[src/core/video_fmt_pkg.sv]
// shared constants and types for the video pixel formatter
package video_fmt_pkg;

  // directly decoded i/o ports
  localparam logic [9:0] PORT_COMPAT_MODE = 10'h3d8;
  localparam logic [9:0] PORT_COMPAT_COLOUR = 10'h3d9;
  localparam logic [9:0] PORT_INDEX = 10'h3da;
  localparam logic [9:0] PORT_DATA = 10'h3de;
  localparam logic [9:0] PORT_PAGE = 10'h3df;

  // indexed register numbers behind the index/data pair
  localparam logic [4:0] IDX_PALETTE_MASK = 5'h01;
  localparam logic [4:0] IDX_BORDER = 5'h02;
  localparam logic [4:0] IDX_MODE = 5'h03;
  localparam int IDX_PALETTE_SEL = 4;

  // pixel_mode_control bit positions
  localparam int MC_BORDER_EN = 2;
  localparam int MC_HIRES4 = 3;
  localparam int MC_COL16 = 4;

  // compat_mode_select bit positions
  localparam int CM_GRAPHICS = 1;
  localparam int CM_VIDEO_EN = 3;
  localparam int CM_640 = 4;
  localparam int CM_BLINK = 5;

  // page register fields: display page and host window page
  localparam int PG_DISP_LSB = 0;
  localparam int PG_HOST_LSB = 2;

  // status read at the index port
  localparam int ST_INACTIVE = 0;
  localparam int ST_VRETRACE = 3;

  // host window b8000..bffff decodes on address bits 19:15
  localparam logic [4:0] WINDOW_TAG = 5'h17;
  // glyph rows held by the character rom per cell
  localparam int GLYPH_ROWS = 8;

  // reset values and fixed answers
  localparam logic [7:0] REG_RESET = 8'h00;
  localparam logic [3:0] COLOUR_BLACK = 4'h0;
  localparam logic [7:0] UNMAPPED_DATA = 8'hff;

  typedef enum logic [4:0] {
    PM_TEXT = 5'b00001,
    PM_MONO2 = 5'b00010,
    PM_MED4 = 5'b00100,
    PM_HIRES4 = 5'b01000,
    PM_COL16 = 5'b10000
  } pixel_mode_e;

endpackage

[src/core/video_pixel_formatter.sv]
// shared video memory arbiter, control registers and colour pipeline
`timescale 1ns/1ns

// Functional notes
// - every read takes both banks, sixteen bits
// - host sees 128K bytes, bank from address
// - b8000 window maps one of four pages
// - display fetch wins, host waits a slot
// - display page changes only in retrace
// - character addresses glyph rom, shifter drives dots
// - mode selector picks the pixel format
// - colour registered before and after palette
// - colour code is intensity red green blue
// - even byte character, odd byte attribute
// - attribute colours with optional blink bit
// - 8x8 glyph in 8 wide cell
// - two colour mode, bit 7 first
// - even byte index bit0, odd byte bit1
// - low-res sixteen colour, upper nibble first
// - medium-res sixteen colour, same nibble format
// - four two-bit pixels per byte
// - index 01 mask, 02 border, 03 mode
// - mask bit forces palette index bit zero
// - border register drives outside active area
// - compat mode and colour ports decoded directly
// - border bits are blue green red intensity
// - mode bits border enable, hires4, col16
module video_pixel_formatter #(
  parameter int GLYPH_CELL_ROWS = video_fmt_pkg::GLYPH_ROWS
) (
  input wire logic clock,
  input wire logic rstn,
  input wire logic clk_en,
  input wire logic [9:0] io_addr,
  input wire logic io_wr,
  input wire logic io_rd,
  input wire logic [7:0] io_wdata,
  output logic [7:0] io_rdata,
  output logic io_rvalid,
  input wire logic mem_req,
  input wire logic mem_we,
  input wire logic [19:0] mem_addr,
  input wire logic [7:0] mem_wdata,
  input wire logic [2:0] sys_page,
  output logic [7:0] mem_rdata,
  output logic mem_ack,
  output logic dram_rd,
  output logic dram_wr,
  output logic [15:0] dram_addr,
  output logic [1:0] dram_byte_we,
  output logic [7:0] dram_wdata,
  input wire logic [15:0] dram_rdata,
  input wire logic fetch_req,
  input wire logic display_enable,
  input wire logic [13:0] disp_addr,
  input wire logic vretrace,
  input wire logic dot_tick,
  input wire logic [3:0] scan_row,
  input wire logic blink_phase,
  output logic [7:0] glyph_char,
  output logic [3:0] glyph_scan,
  input wire logic [7:0] glyph_row,
  output logic [3:0] colour_code,
  output logic pixel_active
);
  import video_fmt_pkg::*;

  // the glyph shifter is one byte wide and scan_row is four bits
  if (GLYPH_CELL_ROWS < 1 || GLYPH_CELL_ROWS > 16) begin : g_check
    $error("GLYPH_CELL_ROWS must lie in 1..16");
  end

  logic [4:0] indexed_register_index;
  logic [3:0] palette_line_mask;
  logic [3:0] border_colour;
  logic [4:0] pixel_mode_control;
  logic [5:0] compat_mode_select;
  logic [5:0] compat_colour_select;
  logic [3:0] video_page_select;
  logic [1:0] disp_page;
  logic [3:0] palette_entries [16];
  logic wr_index;
  logic wr_data;
  pixel_mode_e pixel_mode;

  // host request and arbitration state
  logic host_pend;
  logic host_we;
  logic [16:0] host_byte;
  logic [7:0] host_wdata;
  logic host_hit;
  logic [16:0] hit_byte;
  logic disp_go;
  logic host_go;
  logic host_slot;
  logic host_slot_d;
  logic host_bank;
  logic host_bank_d;
  logic host_miss;

  // display fetch pipeline
  logic p1_valid;
  logic p1_active;
  logic p2_valid;
  logic p2_active;
  logic p3_valid;
  logic p3_active;
  logic [7:0] cell_attr;
  logic [7:0] cell_lo;
  logic [7:0] first_byte;
  logic [3:0] pre_index;
  logic pre_active;
  logic [3:0] pal_addr;
  logic [3:0] post_colour;
  logic post_active;
  logic [3:0] edge_colour;

  assign wr_index = io_wr && io_addr == PORT_INDEX;
  assign wr_data = io_wr && io_addr == PORT_DATA;

  // index port: write-side latch of the register number
  always_ff @(posedge clock or negedge rstn) begin
    if (!rstn) begin
      indexed_register_index <= REG_RESET[4:0];
    end else if (clk_en && wr_index) begin
      indexed_register_index <= io_wdata[4:0];
    end
  end

  // indexed control registers written through the data port
  always_ff @(posedge clock or negedge rstn) begin
    if (!rstn) begin
      palette_line_mask <= REG_RESET[3:0];
      border_colour <= REG_RESET[3:0];
      pixel_mode_control <= REG_RESET[4:0];
    end else if (clk_en && wr_data) begin
      case (indexed_register_index)
        IDX_PALETTE_MASK: palette_line_mask <= io_wdata[3:0];
        IDX_BORDER: border_colour <= io_wdata[3:0];
        IDX_MODE: pixel_mode_control <= io_wdata[4:0];
        default: ;
      endcase
    end
  end

  // palette ram, one entry per index 10..1f
  for (genvar i = 0; i < 16; i++) begin : g_palette
    always_ff @(posedge clock or negedge rstn) begin
      if (!rstn) begin
        palette_entries[i] <= COLOUR_BLACK;
      end else if (clk_en && wr_data &&
                   indexed_register_index[IDX_PALETTE_SEL] &&
                   indexed_register_index[3:0] == 4'(i)) begin
        palette_entries[i] <= io_wdata[3:0];
      end
    end
  end

  // directly decoded compatibility registers and page register
  always_ff @(posedge clock or negedge rstn) begin
    if (!rstn) begin
      compat_mode_select <= REG_RESET[5:0];
      compat_colour_select <= REG_RESET[5:0];
      video_page_select <= REG_RESET[3:0];
    end else if (clk_en && io_wr) begin
      case (io_addr)
        PORT_COMPAT_MODE: compat_mode_select <= io_wdata[5:0];
        PORT_COMPAT_COLOUR: compat_colour_select <= io_wdata[5:0];
        PORT_PAGE: video_page_select <= io_wdata[3:0];
        default: ;
      endcase
    end
  end

  // the scanned page only follows the request during retrace, so a
  // frame never mixes two pages
  always_ff @(posedge clock or negedge rstn) begin
    if (!rstn) begin
      disp_page <= 2'b00;
    end else if (clk_en && vretrace) begin
      disp_page <= video_page_select[PG_DISP_LSB +: 2];
    end
  end

  // status answer at the index port, everything else reads zero
  always_ff @(posedge clock or negedge rstn) begin
    if (!rstn) begin
      io_rdata <= REG_RESET;
      io_rvalid <= 1'b0;
    end else if (clk_en) begin
      io_rvalid <= io_rd;
      if (io_rd) begin
        io_rdata <= REG_RESET;
        if (io_addr == PORT_INDEX) begin
          io_rdata[ST_INACTIVE] <= !display_enable;
          io_rdata[ST_VRETRACE] <= vretrace;
        end
      end
    end
  end

  // pixel format from the compatibility and mode control bits
  always_comb begin
    if (!compat_mode_select[CM_GRAPHICS]) begin
      pixel_mode = PM_TEXT;
    end else if (pixel_mode_control[MC_COL16]) begin
      pixel_mode = PM_COL16;
    end else if (pixel_mode_control[MC_HIRES4]) begin
      pixel_mode = PM_HIRES4;
    end else if (compat_mode_select[CM_640]) begin
      pixel_mode = PM_MONO2;
    end else begin
      pixel_mode = PM_MED4;
    end
  end

  // host decode: own 128K region or the paged 32K window
  always_comb begin
    host_hit = 1'b0;
    hit_byte = mem_addr[16:0];
    if (mem_addr[19:17] == sys_page) begin
      host_hit = 1'b1;
    end else if (mem_addr[19:15] == WINDOW_TAG) begin
      host_hit = 1'b1;
      hit_byte = {video_page_select[PG_HOST_LSB +: 2], mem_addr[14:0]};
    end
  end

  // a fetch owns the slot; the host only gets slots the display
  // leaves free, so host traffic never delays a fetch
  assign disp_go = fetch_req && display_enable;
  assign host_go = host_pend && !disp_go;

  // hold one host request until a free slot comes up
  always_ff @(posedge clock or negedge rstn) begin
    if (!rstn) begin
      host_pend <= 1'b0;
      host_we <= 1'b0;
      host_byte <= '0;
      host_wdata <= REG_RESET;
      host_miss <= 1'b0;
    end else if (clk_en) begin
      host_miss <= mem_req && !host_pend && !host_hit;
      if (host_go) begin
        host_pend <= 1'b0;
      end else if (mem_req && !host_pend && host_hit) begin
        host_pend <= 1'b1;
        host_we <= mem_we;
        host_byte <= hit_byte;
        host_wdata <= mem_wdata;
      end
    end
  end

  // dram command registers, one access per clock
  always_ff @(posedge clock or negedge rstn) begin
    if (!rstn) begin
      dram_rd <= 1'b0;
      dram_wr <= 1'b0;
      dram_addr <= '0;
      dram_byte_we <= 2'b00;
      dram_wdata <= REG_RESET;
      host_slot <= 1'b0;
      host_bank <= 1'b0;
    end else if (clk_en) begin
      dram_rd <= disp_go || (host_go && !host_we);
      dram_wr <= host_go && host_we;
      dram_byte_we <= 2'b00;
      host_slot <= host_go;
      if (disp_go) begin
        dram_addr <= {disp_page, disp_addr};
      end else if (host_go) begin
        dram_addr <= host_byte[16:1];
        host_bank <= host_byte[0];
        dram_wdata <= host_wdata;
        if (host_we) begin
          dram_byte_we <= host_byte[0] ? 2'b10 : 2'b01;
        end
      end
    end
  end

  // host answer: read data arrives one cycle after the command
  always_ff @(posedge clock or negedge rstn) begin
    if (!rstn) begin
      host_slot_d <= 1'b0;
      host_bank_d <= 1'b0;
      mem_ack <= 1'b0;
      mem_rdata <= REG_RESET;
    end else if (clk_en) begin
      host_slot_d <= host_slot;
      host_bank_d <= host_bank;
      mem_ack <= host_slot_d || host_miss;
      if (host_slot_d) begin
        // both banks were read; only the addressed byte goes back
        mem_rdata <= host_bank_d ? dram_rdata[15:8] : dram_rdata[7:0];
      end else if (host_miss) begin
        mem_rdata <= UNMAPPED_DATA;
      end
    end
  end

  // fetch pipeline: command, data, glyph lookup, load
  always_ff @(posedge clock or negedge rstn) begin
    if (!rstn) begin
      p1_valid <= 1'b0;
      p1_active <= 1'b0;
      p2_valid <= 1'b0;
      p2_active <= 1'b0;
      p3_valid <= 1'b0;
      p3_active <= 1'b0;
    end else if (clk_en) begin
      p1_valid <= fetch_req;
      p1_active <= disp_go;
      p2_valid <= p1_valid;
      p2_active <= p1_active;
      p3_valid <= p2_valid;
      p3_active <= p2_active;
    end
  end

  // latch the 16-bit cell and present the character to the rom
  always_ff @(posedge clock or negedge rstn) begin
    if (!rstn) begin
      cell_lo <= REG_RESET;
      cell_attr <= REG_RESET;
      glyph_char <= REG_RESET;
      glyph_scan <= 4'h0;
    end else if (clk_en && p2_valid) begin
      cell_lo <= p2_active ? dram_rdata[7:0] : REG_RESET;
      cell_attr <= p2_active ? dram_rdata[15:8] : REG_RESET;
      glyph_char <= dram_rdata[7:0];
      glyph_scan <= scan_row;
    end
  end

  // rows past the glyph slot stay blank in the taller text cell
  always_comb begin
    first_byte = cell_lo;
    if (pixel_mode == PM_TEXT) begin
      first_byte = (32'(glyph_scan) < GLYPH_CELL_ROWS) ?
                   glyph_row : REG_RESET;
    end
  end

  pixel_unpacker u_unpack (
    .clock(clock),
    .rstn(rstn),
    .clk_en(clk_en),
    .load(p3_valid),
    .mode(pixel_mode),
    .first_byte(first_byte),
    .second_byte(cell_attr),
    .active_in(p3_active),
    .blink_sel(compat_mode_select[CM_BLINK]),
    .blink_phase(blink_phase),
    .extra_bits(compat_colour_select[3:0]),
    .dot_tick(dot_tick),
    .index(pre_index),
    .active(pre_active)
  );

  // masked bits clear their palette address line
  assign pal_addr = pre_index & ~palette_line_mask;

  // second colour register, after the palette
  always_ff @(posedge clock or negedge rstn) begin
    if (!rstn) begin
      post_colour <= COLOUR_BLACK;
      post_active <= 1'b0;
    end else if (clk_en && dot_tick) begin
      post_colour <= palette_entries[pal_addr];
      post_active <= pre_active;
    end
  end

  // border source: indexed register when enabled, else legacy colour
  assign edge_colour = pixel_mode_control[MC_BORDER_EN] ?
                       border_colour : compat_colour_select[3:0];

  // border mux and output register; colour is i,r,g,b from msb
  always_ff @(posedge clock or negedge rstn) begin
    if (!rstn) begin
      colour_code <= COLOUR_BLACK;
      pixel_active <= 1'b0;
    end else if (clk_en && dot_tick) begin
      pixel_active <= post_active;
      if (!compat_mode_select[CM_VIDEO_EN]) begin
        colour_code <= COLOUR_BLACK;
      end else if (post_active) begin
        colour_code <= post_colour;
      end else begin
        colour_code <= edge_colour;
      end
    end
  end

endmodule

[src/core/pixel_unpacker.sv]
// per-mode dot shifter that turns a fetched cell into palette indices
`timescale 1ns/1ns
module pixel_unpacker (
  input wire logic clock,
  input wire logic rstn,
  input wire logic clk_en,
  input wire logic load,
  input video_fmt_pkg::pixel_mode_e mode,
  input wire logic [7:0] first_byte,
  input wire logic [7:0] second_byte,
  input wire logic active_in,
  input wire logic blink_sel,
  input wire logic blink_phase,
  input wire logic [3:0] extra_bits,
  input wire logic dot_tick,
  output logic [3:0] index,
  output logic active
);
  import video_fmt_pkg::*;

  logic [7:0] sh_a;
  logic [7:0] sh_b;
  logic [7:0] attr;
  logic cell_active;
  pixel_mode_e cur_mode;
  logic [3:0] next_index;
  logic [3:0] bg;
  logic fg_on;

  // load a cell, then step the shifter by the mode's pixel width
  always_ff @(posedge clock or negedge rstn) begin
    if (!rstn) begin
      sh_a <= REG_RESET;
      sh_b <= REG_RESET;
      attr <= REG_RESET;
      cell_active <= 1'b0;
      cur_mode <= PM_TEXT;
    end else if (clk_en) begin
      if (load) begin
        sh_a <= first_byte;
        sh_b <= second_byte;
        attr <= second_byte;
        cell_active <= active_in;
        cur_mode <= mode;
      end else if (dot_tick) begin
        case (cur_mode)
          PM_TEXT, PM_HIRES4: begin
            sh_a <= {sh_a[6:0], 1'b0};
            sh_b <= {sh_b[6:0], 1'b0};
          end
          PM_MONO2: {sh_a, sh_b} <= {sh_a[6:0], sh_b, 1'b0};
          PM_MED4: {sh_a, sh_b} <= {sh_a[5:0], sh_b, 2'b00};
          PM_COL16: {sh_a, sh_b} <= {sh_a[3:0], sh_b, 4'h0};
          default: ;
        endcase
      end
    end
  end

  // pick the palette index of the dot at the head of the shifter
  always_comb begin
    bg = blink_sel ? {1'b0, attr[6:4]} : attr[7:4];
    // blinking dots fall back to background during the off phase
    fg_on = sh_a[7] && !(blink_sel && attr[7] && blink_phase);
    case (cur_mode)
      PM_TEXT: next_index = fg_on ? attr[3:0] : bg;
      PM_MONO2: next_index = {extra_bits[3:1], sh_a[7]};
      PM_HIRES4: next_index = {extra_bits[3:2], sh_b[7], sh_a[7]};
      PM_MED4: next_index = {extra_bits[3:2], sh_a[7], sh_a[6]};
      PM_COL16: next_index = sh_a[7:4];
      default: next_index = COLOUR_BLACK;
    endcase
  end

  // register the index ahead of the palette lookup
  always_ff @(posedge clock or negedge rstn) begin
    if (!rstn) begin
      index <= COLOUR_BLACK;
      active <= 1'b0;
    end else if (clk_en && dot_tick) begin
      index <= cell_active ? next_index : COLOUR_BLACK;
      active <= cell_active;
    end
  end

endmodule

[config.mk]
export PLATFORM = sky130hd
export DESIGN_NAME = video_pixel_formatter
export DESIGN_NICKNAME = d
export VERILOG_FILES = /design/src/core/video_fmt_pkg.sv /design/src/core/video_pixel_formatter.sv /design/src/core/pixel_unpacker.sv
export SDC_FILE = /design/constraint.sdc
export NUM_CORES = 1
export LEC_CHECK = 0
export BUFFER_PORTS_ARGS = -buffer_cell sky130_fd_sc_hd__buf_2
export CORE_MARGIN = 2
export CORE_UTILIZATION = 62
export CTS_CLUSTER_DIAMETER = 40
export CTS_CLUSTER_SIZE = 25
export DETAILED_ROUTE_END_ITERATION = 7
export MAX_ROUTING_LAYER = met4
export PLACE_DENSITY_LB_ADDON = 0.15
export SETUP_SLACK_MARGIN = 0.15
export SYNTH_ARGS = -nofsm -noshare
export SYNTH_HDL_FRONTEND = slang
export SYNTH_SLANG_ARGS = --single-unit
[constraint.sdc]
create_clock -name clock -period 4.85 [get_ports clock]
set_clock_uncertainty 0.05 [all_clocks]
set_input_delay 0.485 -clock clock [delete_from_list [all_inputs] [get_ports clock]]
set_output_delay 0.485 -clock clock [all_outputs]
set_load 0.01 [all_outputs]
# --- Word-level counts from Yosys, hierarchy flattened ---
# Cells that the tools add are included.
word_totals:
  regBits: 249
  inputBits: 103
op_classes:
  reduce_logical: 67
  order_cmp: 2
  n_bitwise: 5
  eq_ne: 31
  mux: 41
op_table:
  columns: ["cell", "n"]
  rows:
  - ["$mux 8", 11]
  - ["$eq 10x10->1 const B", 5]
  - ["$mux 4", 9]
  - ["$logic_and 1x1->1", 35]
  - ["$mux 17", 2]
  - ["$eq 4x4->1 const B", 8]
  - ["$mux 16", 2]
  - ["$pmux 8 s4", 1]
  - ["$pmux 8 s3", 1]
  - ["$reduce_and 2->1", 11]
  - ["$pmux 4 s5", 1]
  - ["$bmux 4 s4", 1]
  - ["$eq 4x3->1 const B", 4]
  - ["$eq 5x1->1 const B", 3]
  - ["$eq 5x2->1 const B", 3]
  - ["$reduce_and 3->1", 4]
  - ["$eq 5x5->1 const B", 2]
  - ["$mux 5", 2]
  - ["$eq 4x2->1 const B", 2]
  - ["$mux 2", 4]
  - ["$reduce_bool 2->1", 4]
  - ["$logic_not 1->1", 6]
  - ["$mux 1", 6]
  - ["$eq 5x3->1 const B", 1]
  - ["other kinds (16)", 18]

# --- Longest topological paths before layout ---
# Gate-level depths: netlist of the first run.
logic_depth:
  depth_word: 7
  mapped_depth: 7
  ltp_nobuf: 5

# --- Hierarchy ---
# From an unflattened synthesis of the first run, not the netlist that was laid out.
unflattened:
  cells_unflattened: 891
  area_unflattened_um2: 11213.3
modules_own_cells:
  columns: ["module", "area_per_inst_um2", "cells_per_inst", "seq_area_each_um2", "instances"]
  rows:
  - ["video_pixel_formatter", 9110.0, 691, 5255.0, 1]
  - ["pixel_unpacker", 2103.3, 200, 877.1, 1]

# --- Worst setup path after synthesis of the first run ---
# Ideal clock, no wire load.
synth_path:
  kind: "input -> register"
  from: "input io_addr[8]"
  to: "register palette_entries[48] in the netlist's numbering"
  path_stages: 5
  path_buffers: 0
  t_arrival_ns: 2.096
  slack_ns: 2.579
  path_cell_list: "nand3_1 > or3_1 > or3_4 > nor4b_4 > mux2_2"
synth_via:
  elab_chain_cells: 5
synth_lines:
  columns: ["item", "line_no", "rtl"]
  rows:
  - ["start: declaration", "video_pixel_formatter.sv:34", "input wire logic [9:0] io_addr,"]
  - ["$eq 10x10->1", "video_pixel_formatter.sv:119", "assign wr_data = io_wr && io_addr == PORT_DATA;"]
  - ["$logic_and 1x1->1", "video_pixel_formatter.sv:119", null]
  - ["$logic_and 1x1->1 (2 in a row)", "video_pixel_formatter.sv:151", "end else if (clk_en && wr_data &&"]
  - ["$logic_and 1x1->1", "video_pixel_formatter.sv:152", "indexed_register_index[IDX_PALETTE_SEL] &&"]
  - ["end signal: indexed assignment", "video_pixel_formatter.sv:154", "palette_entries[i] <= io_wdata[3:0];"]
  - ["end: declaration", "video_pixel_formatter.sv:81", "logic [3:0] palette_entries [16];"]
# No other way between the ends.
# A chain may end at the register's enable or synchronous reset.

# --- Final worst setup path of the first run ---
layout_path:
  from: "register p3_valid"
  to: "register u_unpack.sh_a[6]"
layout_via:
  elab_chain_cells: 2
  elab_cells_between_ends: 4
  classes_between: "1 x mux; 3 x reduce/logical"
layout_lines:
  columns: ["item", "line_no", "rtl"]
  rows:
  - ["start: declaration", "video_pixel_formatter.sv:106", "logic p3_valid;"]
  - ["start signal: assignment", "video_pixel_formatter.sv:317", "p3_valid <= p2_valid;"]
  - ["$reduce_bool 5->1 (no source line) / $reduce_bool 2->1 (equally long branches)", null, null]
  - ["$reduce_and 3->1 (no source line)", null, null]
  - ["end signal: assignment", "pixel_unpacker.sv:40", "sh_a <= first_byte;"]
  - ["end signal: assignment", "pixel_unpacker.sv:48", "sh_a <= {sh_a[6:0], 1'b0};"]
  - ["end signal: assignment", "pixel_unpacker.sv:51", "PM_MONO2: {sh_a, sh_b} <= {sh_a[6:0], sh_b, 1'b0};"]
  - ["end: declaration", "pixel_unpacker.sv:21", "logic [7:0] sh_a;"]
# Parallel ways exist; a longest one is shown, timed or not.

==> metrics.cfg, run 1 <==
[outcome]
status = finished with violations
violations = negative hold slack

[sta]
fin_crit_ns = 2.88
slew_headroom_pct = 21.1
hold_viol = 8
setup_viol = 0
fmax_mhz = 348
tightest_slew_ns = 1.17
tns_ns = 0
hold-worst-slack_ns = -0.0162
rsz0062_at_grt = false
setup_ws_ns = 1.97
period_share_pct = 59.3
drv_slew = 0

[global_route]
grt_pass1_vias = 7979
overflow = 0
grt_usage_pct = 27.9
grt_use_met1_pct = 38.8
grt_max_degree = 122
grt_pass1_wl_mm = 41.8
grt.met3_usage_pct = 5.02
grt_antenna_before_repair = 0
use_met2_pct = 42.8
grt_busiest_layer = met2

[clocking]
clk_path_buf_depth = 3
cts_root_buffer = clkbuf_16
clock_latency_ns = 0.51
cts_sinks = 245
cts_tree = yes
cts_made_buffers = 35
h-tree-depth = 2
hold_buffers = 0
cts_setup_buffers = 0
clk_pin_slew_ns = 0.05
cts-resized-gates = 0

[finish]
nets = 1165
final_cells = 1316
stdcell_area_sq_mm = 0.0133
drive_above_1_share_pct = 38.3
diodes = 0
syn_to_final_growth_pct = 18.7
final_util_pct = 74.3

[floorplanning]
core_sq_mm = 0.0178
rows = 49
ios = 166
die_w_um = 138
initial_utilization_pct = 62.6
die_h_um = 138
dieArea_sq_mm = 0.0191

[detailed_routing]
drcViolationCount = 0
wl_per_cell_um = 19.3
first_pass_iters = 5
antenna_left = 0
vias = 7874
wl_mm = 25.4
dr.first_iter.drc_count = 541
via_per_inst = 5.98

[logic_synthesis]
ys_ff_latch = 245
synthArstFlopShare_pct = 100
synth_top_area_share_pct = 54.7
yosysWarnings = 0
avgSynthCellArea_sq_um = 12.1
synth_top_flop_cell = dfrtp_1
yosys.area.top_type = dfrtp_1
synth_enable_flop_cells = 0
ys_top_cells_by_area = dfrtp_1, mux2_2, nand2_1
yosysSeqAreaShare_pct = 54.9
synth_area_sq_mm = 0.0112
yosysUniqueCellTypes = 58
postSynthCellCount = 919

[placement]
gp_congestion = 0.844
hpwlAfterDp_mm = 16.9
placedInstanceArea_sq_mm = 0.0121
placedCellCount = 1254
place_worst_setup_slack_ns = 1.96
portBuffers = 157

[worst_setup_path]
path_max_fanout = 29
required_ns = 5.18
arrival_ns = 3.20
worstSetupPathType = register to register
start_kind = register
cp-end-kind = register
reg2reg_slack_ns = 1.97

[pwr]
max-vdd-ir-drop_uv = 407
p_leak_nw = 6.34
power_density_mw_per_mm2 = 482
fin_total_pwr_mw = 6.38

[flow_run]
maxCapViolations = 0

[hold_path]
hold_class = input port to async pin

cells in the mapped netlist, drive strengths merged (3+ instances only):
library cell	n
a31oi	10
xor2	3
a21oi	11
nor4	5
buf	21
nand3	6
a22oi	11
a32oi	4
xnor2	3
inv	15
nand2	121
nor3b	3
mux2	168
o31ai	5
o22ai	3
nand2b	12
nor3	8
a22o	13
nor2b	8
clkbuf	42
a2bb2oi	3
o211ai	8
o2bb2ai	4
nor2	29
and3	3
nand3b	6
dfrtp	244
or3	4
a221oi	7
mux2i	37
mux4	16
o21ai	63
layout make-up:
class	instances	area (sq um)
sequential	245	6130
multi-input combinational	601	4730
fill	1188	4590
clock buffer	48	1040
timing repair buffer	164	848
tap	229	287
clock inverter	14	159
inverter	15	56.3
where the power goes:
group	leakage, nW	internal [mW]	switching (mW)
Combinational	2.53	0.532	0.542
Clock	0.587	1.62	0.937
Sequential	3.22	2.44	0.309
flip-flops by register name, indices dropped and copies added (netlist names), 5 cells and up:
name / count
u_unpack.cur_mode: 5
u_unpack.attr: 8
host_wdata: 8
glyph_char: 8
cell_lo: 8
u_unpack.sh_a: 8
u_unpack.sh_b: 8
mem_rdata: 8
indexed_register_index: 5
dram_wdata: 8
dram_addr: 16
palette_entries: 64
host_byte: 17
cell_attr: 8
critical path, stage by stage (launching register included):
cell and delay (ns):
dfrtp_1 0.71, nand2_1 0.70, a21boi_2 0.87, mux2_2 0.41
routing by layer:
metal,part of all wire (%),vias up,wire length [um]
met1,44,3980,11100
met3,6.1,39,1540
met4,1.9,0,480
li1,-,3604,-
met5,0,-,0
met2,48,251,12200
cells by family (layout without fill, tap and decap cells):
| family | count (synthesis) | after routing | synth area share, % |
|---|---|---|---|
| flops | 245 | 245 | 54.9 |
| mux | 221 | 221 | 23.5 |
| simple gates | 215 | 215 | 9.18 |
| compound gates | 153 | 153 | 8.98 |
| buf+inv | 78 | 241 | 2.92 |
| xor+xnor | 6 | 6 | 0.471 |
| other cells | 1 | 6 | 0.0336 |
layout by cell type (no fill, tap or decap), types with 12 or more instances in the layout:
| master | instances |
|---|---|
| dfrtp_1 | 244 |
| nor2_1 | 29 |
| mux4_2 | 16 |
| nand2b_1 | 12 |
| mux2_2 | 168 |
| inv_1 | 15 |
| buf_2 | 156 |
| o21ai_0 | 61 |
| nand2_1 | 121 |
| a22o_1 | 13 |
| clkbuf_16 | 37 |
| mux2i_1 | 37 |
path summary, 6_finish.rpt:
check                               startpoint                  end  depth (start not counted)
worst max-delay path                  p3_valid     u_unpack.sh_a[6]                          3
worst min-delay path                      rstn           cell_lo[3]                          1
worst max register to register        p3_valid     u_unpack.sh_a[6]                          3
worst min register to register  colour_code[0]       colour_code[0]                          2
max in group asynchronous                 rstn  palette_entries[37]                          2
min in group clock                mem_wdata[3]        host_wdata[3]                          2
No activity file was read; power rests on OpenSTA's default activity.
==> run 2: changes to the inputs <==
--- a/config.mk
+++ b/config.mk
@@ -7,7 +7,7 @@
 export LEC_CHECK = 0
 export BUFFER_PORTS_ARGS = -buffer_cell sky130_fd_sc_hd__buf_2
 export CORE_MARGIN = 2
-export CORE_UTILIZATION = 62
+export CORE_UTILIZATION = 57
 export CTS_CLUSTER_DIAMETER = 40
 export CTS_CLUSTER_SIZE = 25
 export DETAILED_ROUTE_END_ITERATION = 7
==> constraint.sdc (replaced) <==
create_clock -name clock -period 3 [get_ports clock]
set_clock_uncertainty 0.05 [all_clocks]
set_input_delay 0.3 -clock clock [delete_from_list [all_inputs] [get_ports clock]]
set_output_delay 0.3 -clock clock [all_outputs]
set_load 0.01 [all_outputs]
==> run 2 against run 1 <==
Net effect:
- the flow now finishes without violations
- utilization shrank 2.7 points
- worst setup slack worse by 1.5 ns
- combinational power rose by 71%
- clock-buffer cell count decreased by 8
- global-route usage fell by 0.31 points
- flip-flop and latch count did not move
- register-to-register slack worse by 1.5 ns
==> metrics.cfg, run 2 (synthesized netlist as in run 1, its figures left out) <==
[finish]
final_cells = 1408  ; +7.0%
mostFrequentLayoutCell = dfrtp_1
regMostFlops = palette_entries
syn_to_final_growth_pct = 24.0
stdcell_area_sq_mm = 0.0138  ; +4.4%
largest_register_ff_count = 64  ; unchanged
multi_input_area_sq_mm = 0.00473  ; unchanged
diodes = 0  ; unchanged
final_util_pct = 71.6  ; -2.7 points
top_regs = palette_entries x64, host_byte x17, dram_addr x16
regArea_sq_mm = 0.00613  ; unchanged
fill_cells = 1344  ; +13%
drive_above_1_share_pct = 37.9  ; -0.39 points
layout_common_cells = dfrtp_1, mux2_2, buf_2, nand2_1, o21ai_0
nets = 1220  ; +4.7%

[sta]
fin_crit_ns = 2.49  ; -0.384 ns
setup_ws_ns = 0.509  ; -1.47 ns
slew_headroom_pct = 34.5  ; +13 points
tightest_slew_ns = 0.976  ; -0.196 ns
hold_viol = 0  ; -8
hold-worst-slack_ns = 0.0130  ; +0.0292 ns
fmax_mhz = 401  ; +15%
drv_slew = 0  ; unchanged
tns_ns = 0  ; unchanged
setup_viol = 0  ; unchanged
rsz0062_at_grt = false
period_share_pct = 83.0  ; +24 points

[pwr]
power_density_mw_per_mm2 = 756  ; +57%
p_leak_nw = 6.58  ; +3.9%
fin_total_pwr_mw = 10.5  ; +64%
max-vdd-ir-drop_uv = 635  ; +56%

[worst_setup_path]
path_max_fanout = 16  ; -45%
crit_family = compound AO/OA/AOI/OAI gates
slowest_stage = a21boi_2
regToRegStartpoint = u_unpack.cur_mode[0]
critical-path-max-stage-delay_ns = 0.75  ; -0.12 ns
reg2reg_slack_ns = 0.51  ; -1.47 ns
cp-end-kind = register
path_cells = nor4_2 > a22oi_1 > nand3_1 > a21boi_2 > mux2_2
start_kind = register
worstSetupPathType = register to register
reg2reg_depth = 5  ; +2
r2r_end = u_unpack.sh_b[2]
required_ns = 3.34  ; -1.84 ns
crit_buf_inv = 0  ; unchanged
arrival_ns = 2.83  ; -0.37 ns

[clocking]
clk_pin_slew_ns = 0.06  ; about the same
clock_latency_ns = 0.52  ; about the same
cts-resized-gates = 0  ; unchanged
clk_path_buf_depth = 3  ; unchanged
cts_setup_buffers = 0  ; unchanged
cts_root_buffer = clkbuf_16
cts_sinks = 245  ; unchanged
cts_tree = yes
h-tree-depth = 2  ; unchanged
cts_made_buffers = 35  ; unchanged

[global_route]
grt_pass1_vias = 8193  ; +2.7%
grt.met3_usage_pct = 4.93  ; -0.091 points
use_met2_pct = 42.8  ; -0.078 points
overflow = 0  ; unchanged
grt_busiest_layer = met2
grt_pass1_wl_mm = 43.2  ; +3.4%
grt_usage_pct = 27.6  ; -0.31 points
grt_antenna_before_repair = 0  ; unchanged
grt_use_met1_pct = 38.2  ; -0.61 points
grt_max_degree = 67  ; -45%

[placement]
placedInstanceArea_sq_mm = 0.0122  ; +1.5%
gp_congestion = 0.859  ; +1.8%
place_worst_setup_slack_ns = 0.444  ; -1.51 ns
portBuffers = 157  ; unchanged
hpwlAfterDp_mm = 17.5  ; +3.6%
placedCellCount = 1305  ; +4.1%

[outcome]
status = finished clean

[floorplanning]
dieArea_sq_mm = 0.0207  ; +8.5%
initial_utilization_pct = 57.7  ; -4.8 points
rows = 51  ; +4.1%
die_w_um = 144  ; +4.2%
core_sq_mm = 0.0193  ; +8.4%
ios = 166  ; unchanged
die_h_um = 144  ; +4.2%

[detailed_routing]
dr.first_iter.drc_count = 481  ; -11%
antenna_left = 0  ; unchanged
vias = 8021  ; +1.9%
first_pass_iters = 5  ; unchanged
wl_per_cell_um = 18.8  ; -2.3%
wl_mm = 26.5  ; +4.5%
drcViolationCount = 0  ; unchanged
via_per_inst = 5.70  ; -4.8%

[hold_path]
hp-start = mem_addr[15]
hold_class = input port to register
whs_path_depth = 3
whs_endpoint = host_byte[15]

[flow_run]
maxCapViolations = 0  ; unchanged

==> run 2: worst min-delay path: cells and delay by family <==
family          cells  cell delay (ns)
buf+inv             1             0.11
compound gates      2             0.14
==> run 2: report_power, final <==
group | total (mW) | switching [mW] | internal [mW]
sequential | 4.44 | 0.492 | 3.95
combinational | 1.83 | 0.916 | 0.911
clock | 4.19 | 1.64 | 2.56
total | 10.5 | 3.05 | 7.41
==> run 2: what timing repair did <==
item / CTS / global route
endpoints found under the hold margin: 100 / 0
hold buffers: 40 / 0
endpoints found under the setup margin: 0 / 0
==> run 2: worst max path at each step <==
stage,start,to,slack [ns],cells after the start
floorplan,u_unpack.cur_mode[0],u_unpack.sh_a[0],0.81,7
global placement,clk_en,palette_entries[16],0.52,6
detailed placement,clk_en,palette_entries[16],0.44,6
CTS,u_unpack.cur_mode[0],u_unpack.sh_b[7],0.49,5
global route,u_unpack.cur_mode[0],u_unpack.sh_b[7],0.33,5
finish,u_unpack.cur_mode[0],u_unpack.sh_b[2],0.51,5
==> run 2: final cells by class <==
cell class                      instances  area share (%)
Timing Repair Buffer                  219            10.0
Clock buffer                           40            6.69
Tap cell                              265            2.40
Clock inverter                         23            2.00
Sequential cell                       245            44.3
Multi-Input combinational cell        601            34.2
Inverter                               15           0.407
==> run 2: routing by layer <==
metal | part of all wire, % | vias to the layer above
met5 | 0 | -
met4 | 1.6 | 0
met3 | 5.3 | 33
met2 | 48 | 244
met1 | 45 | 4024
li1 | - | 3720
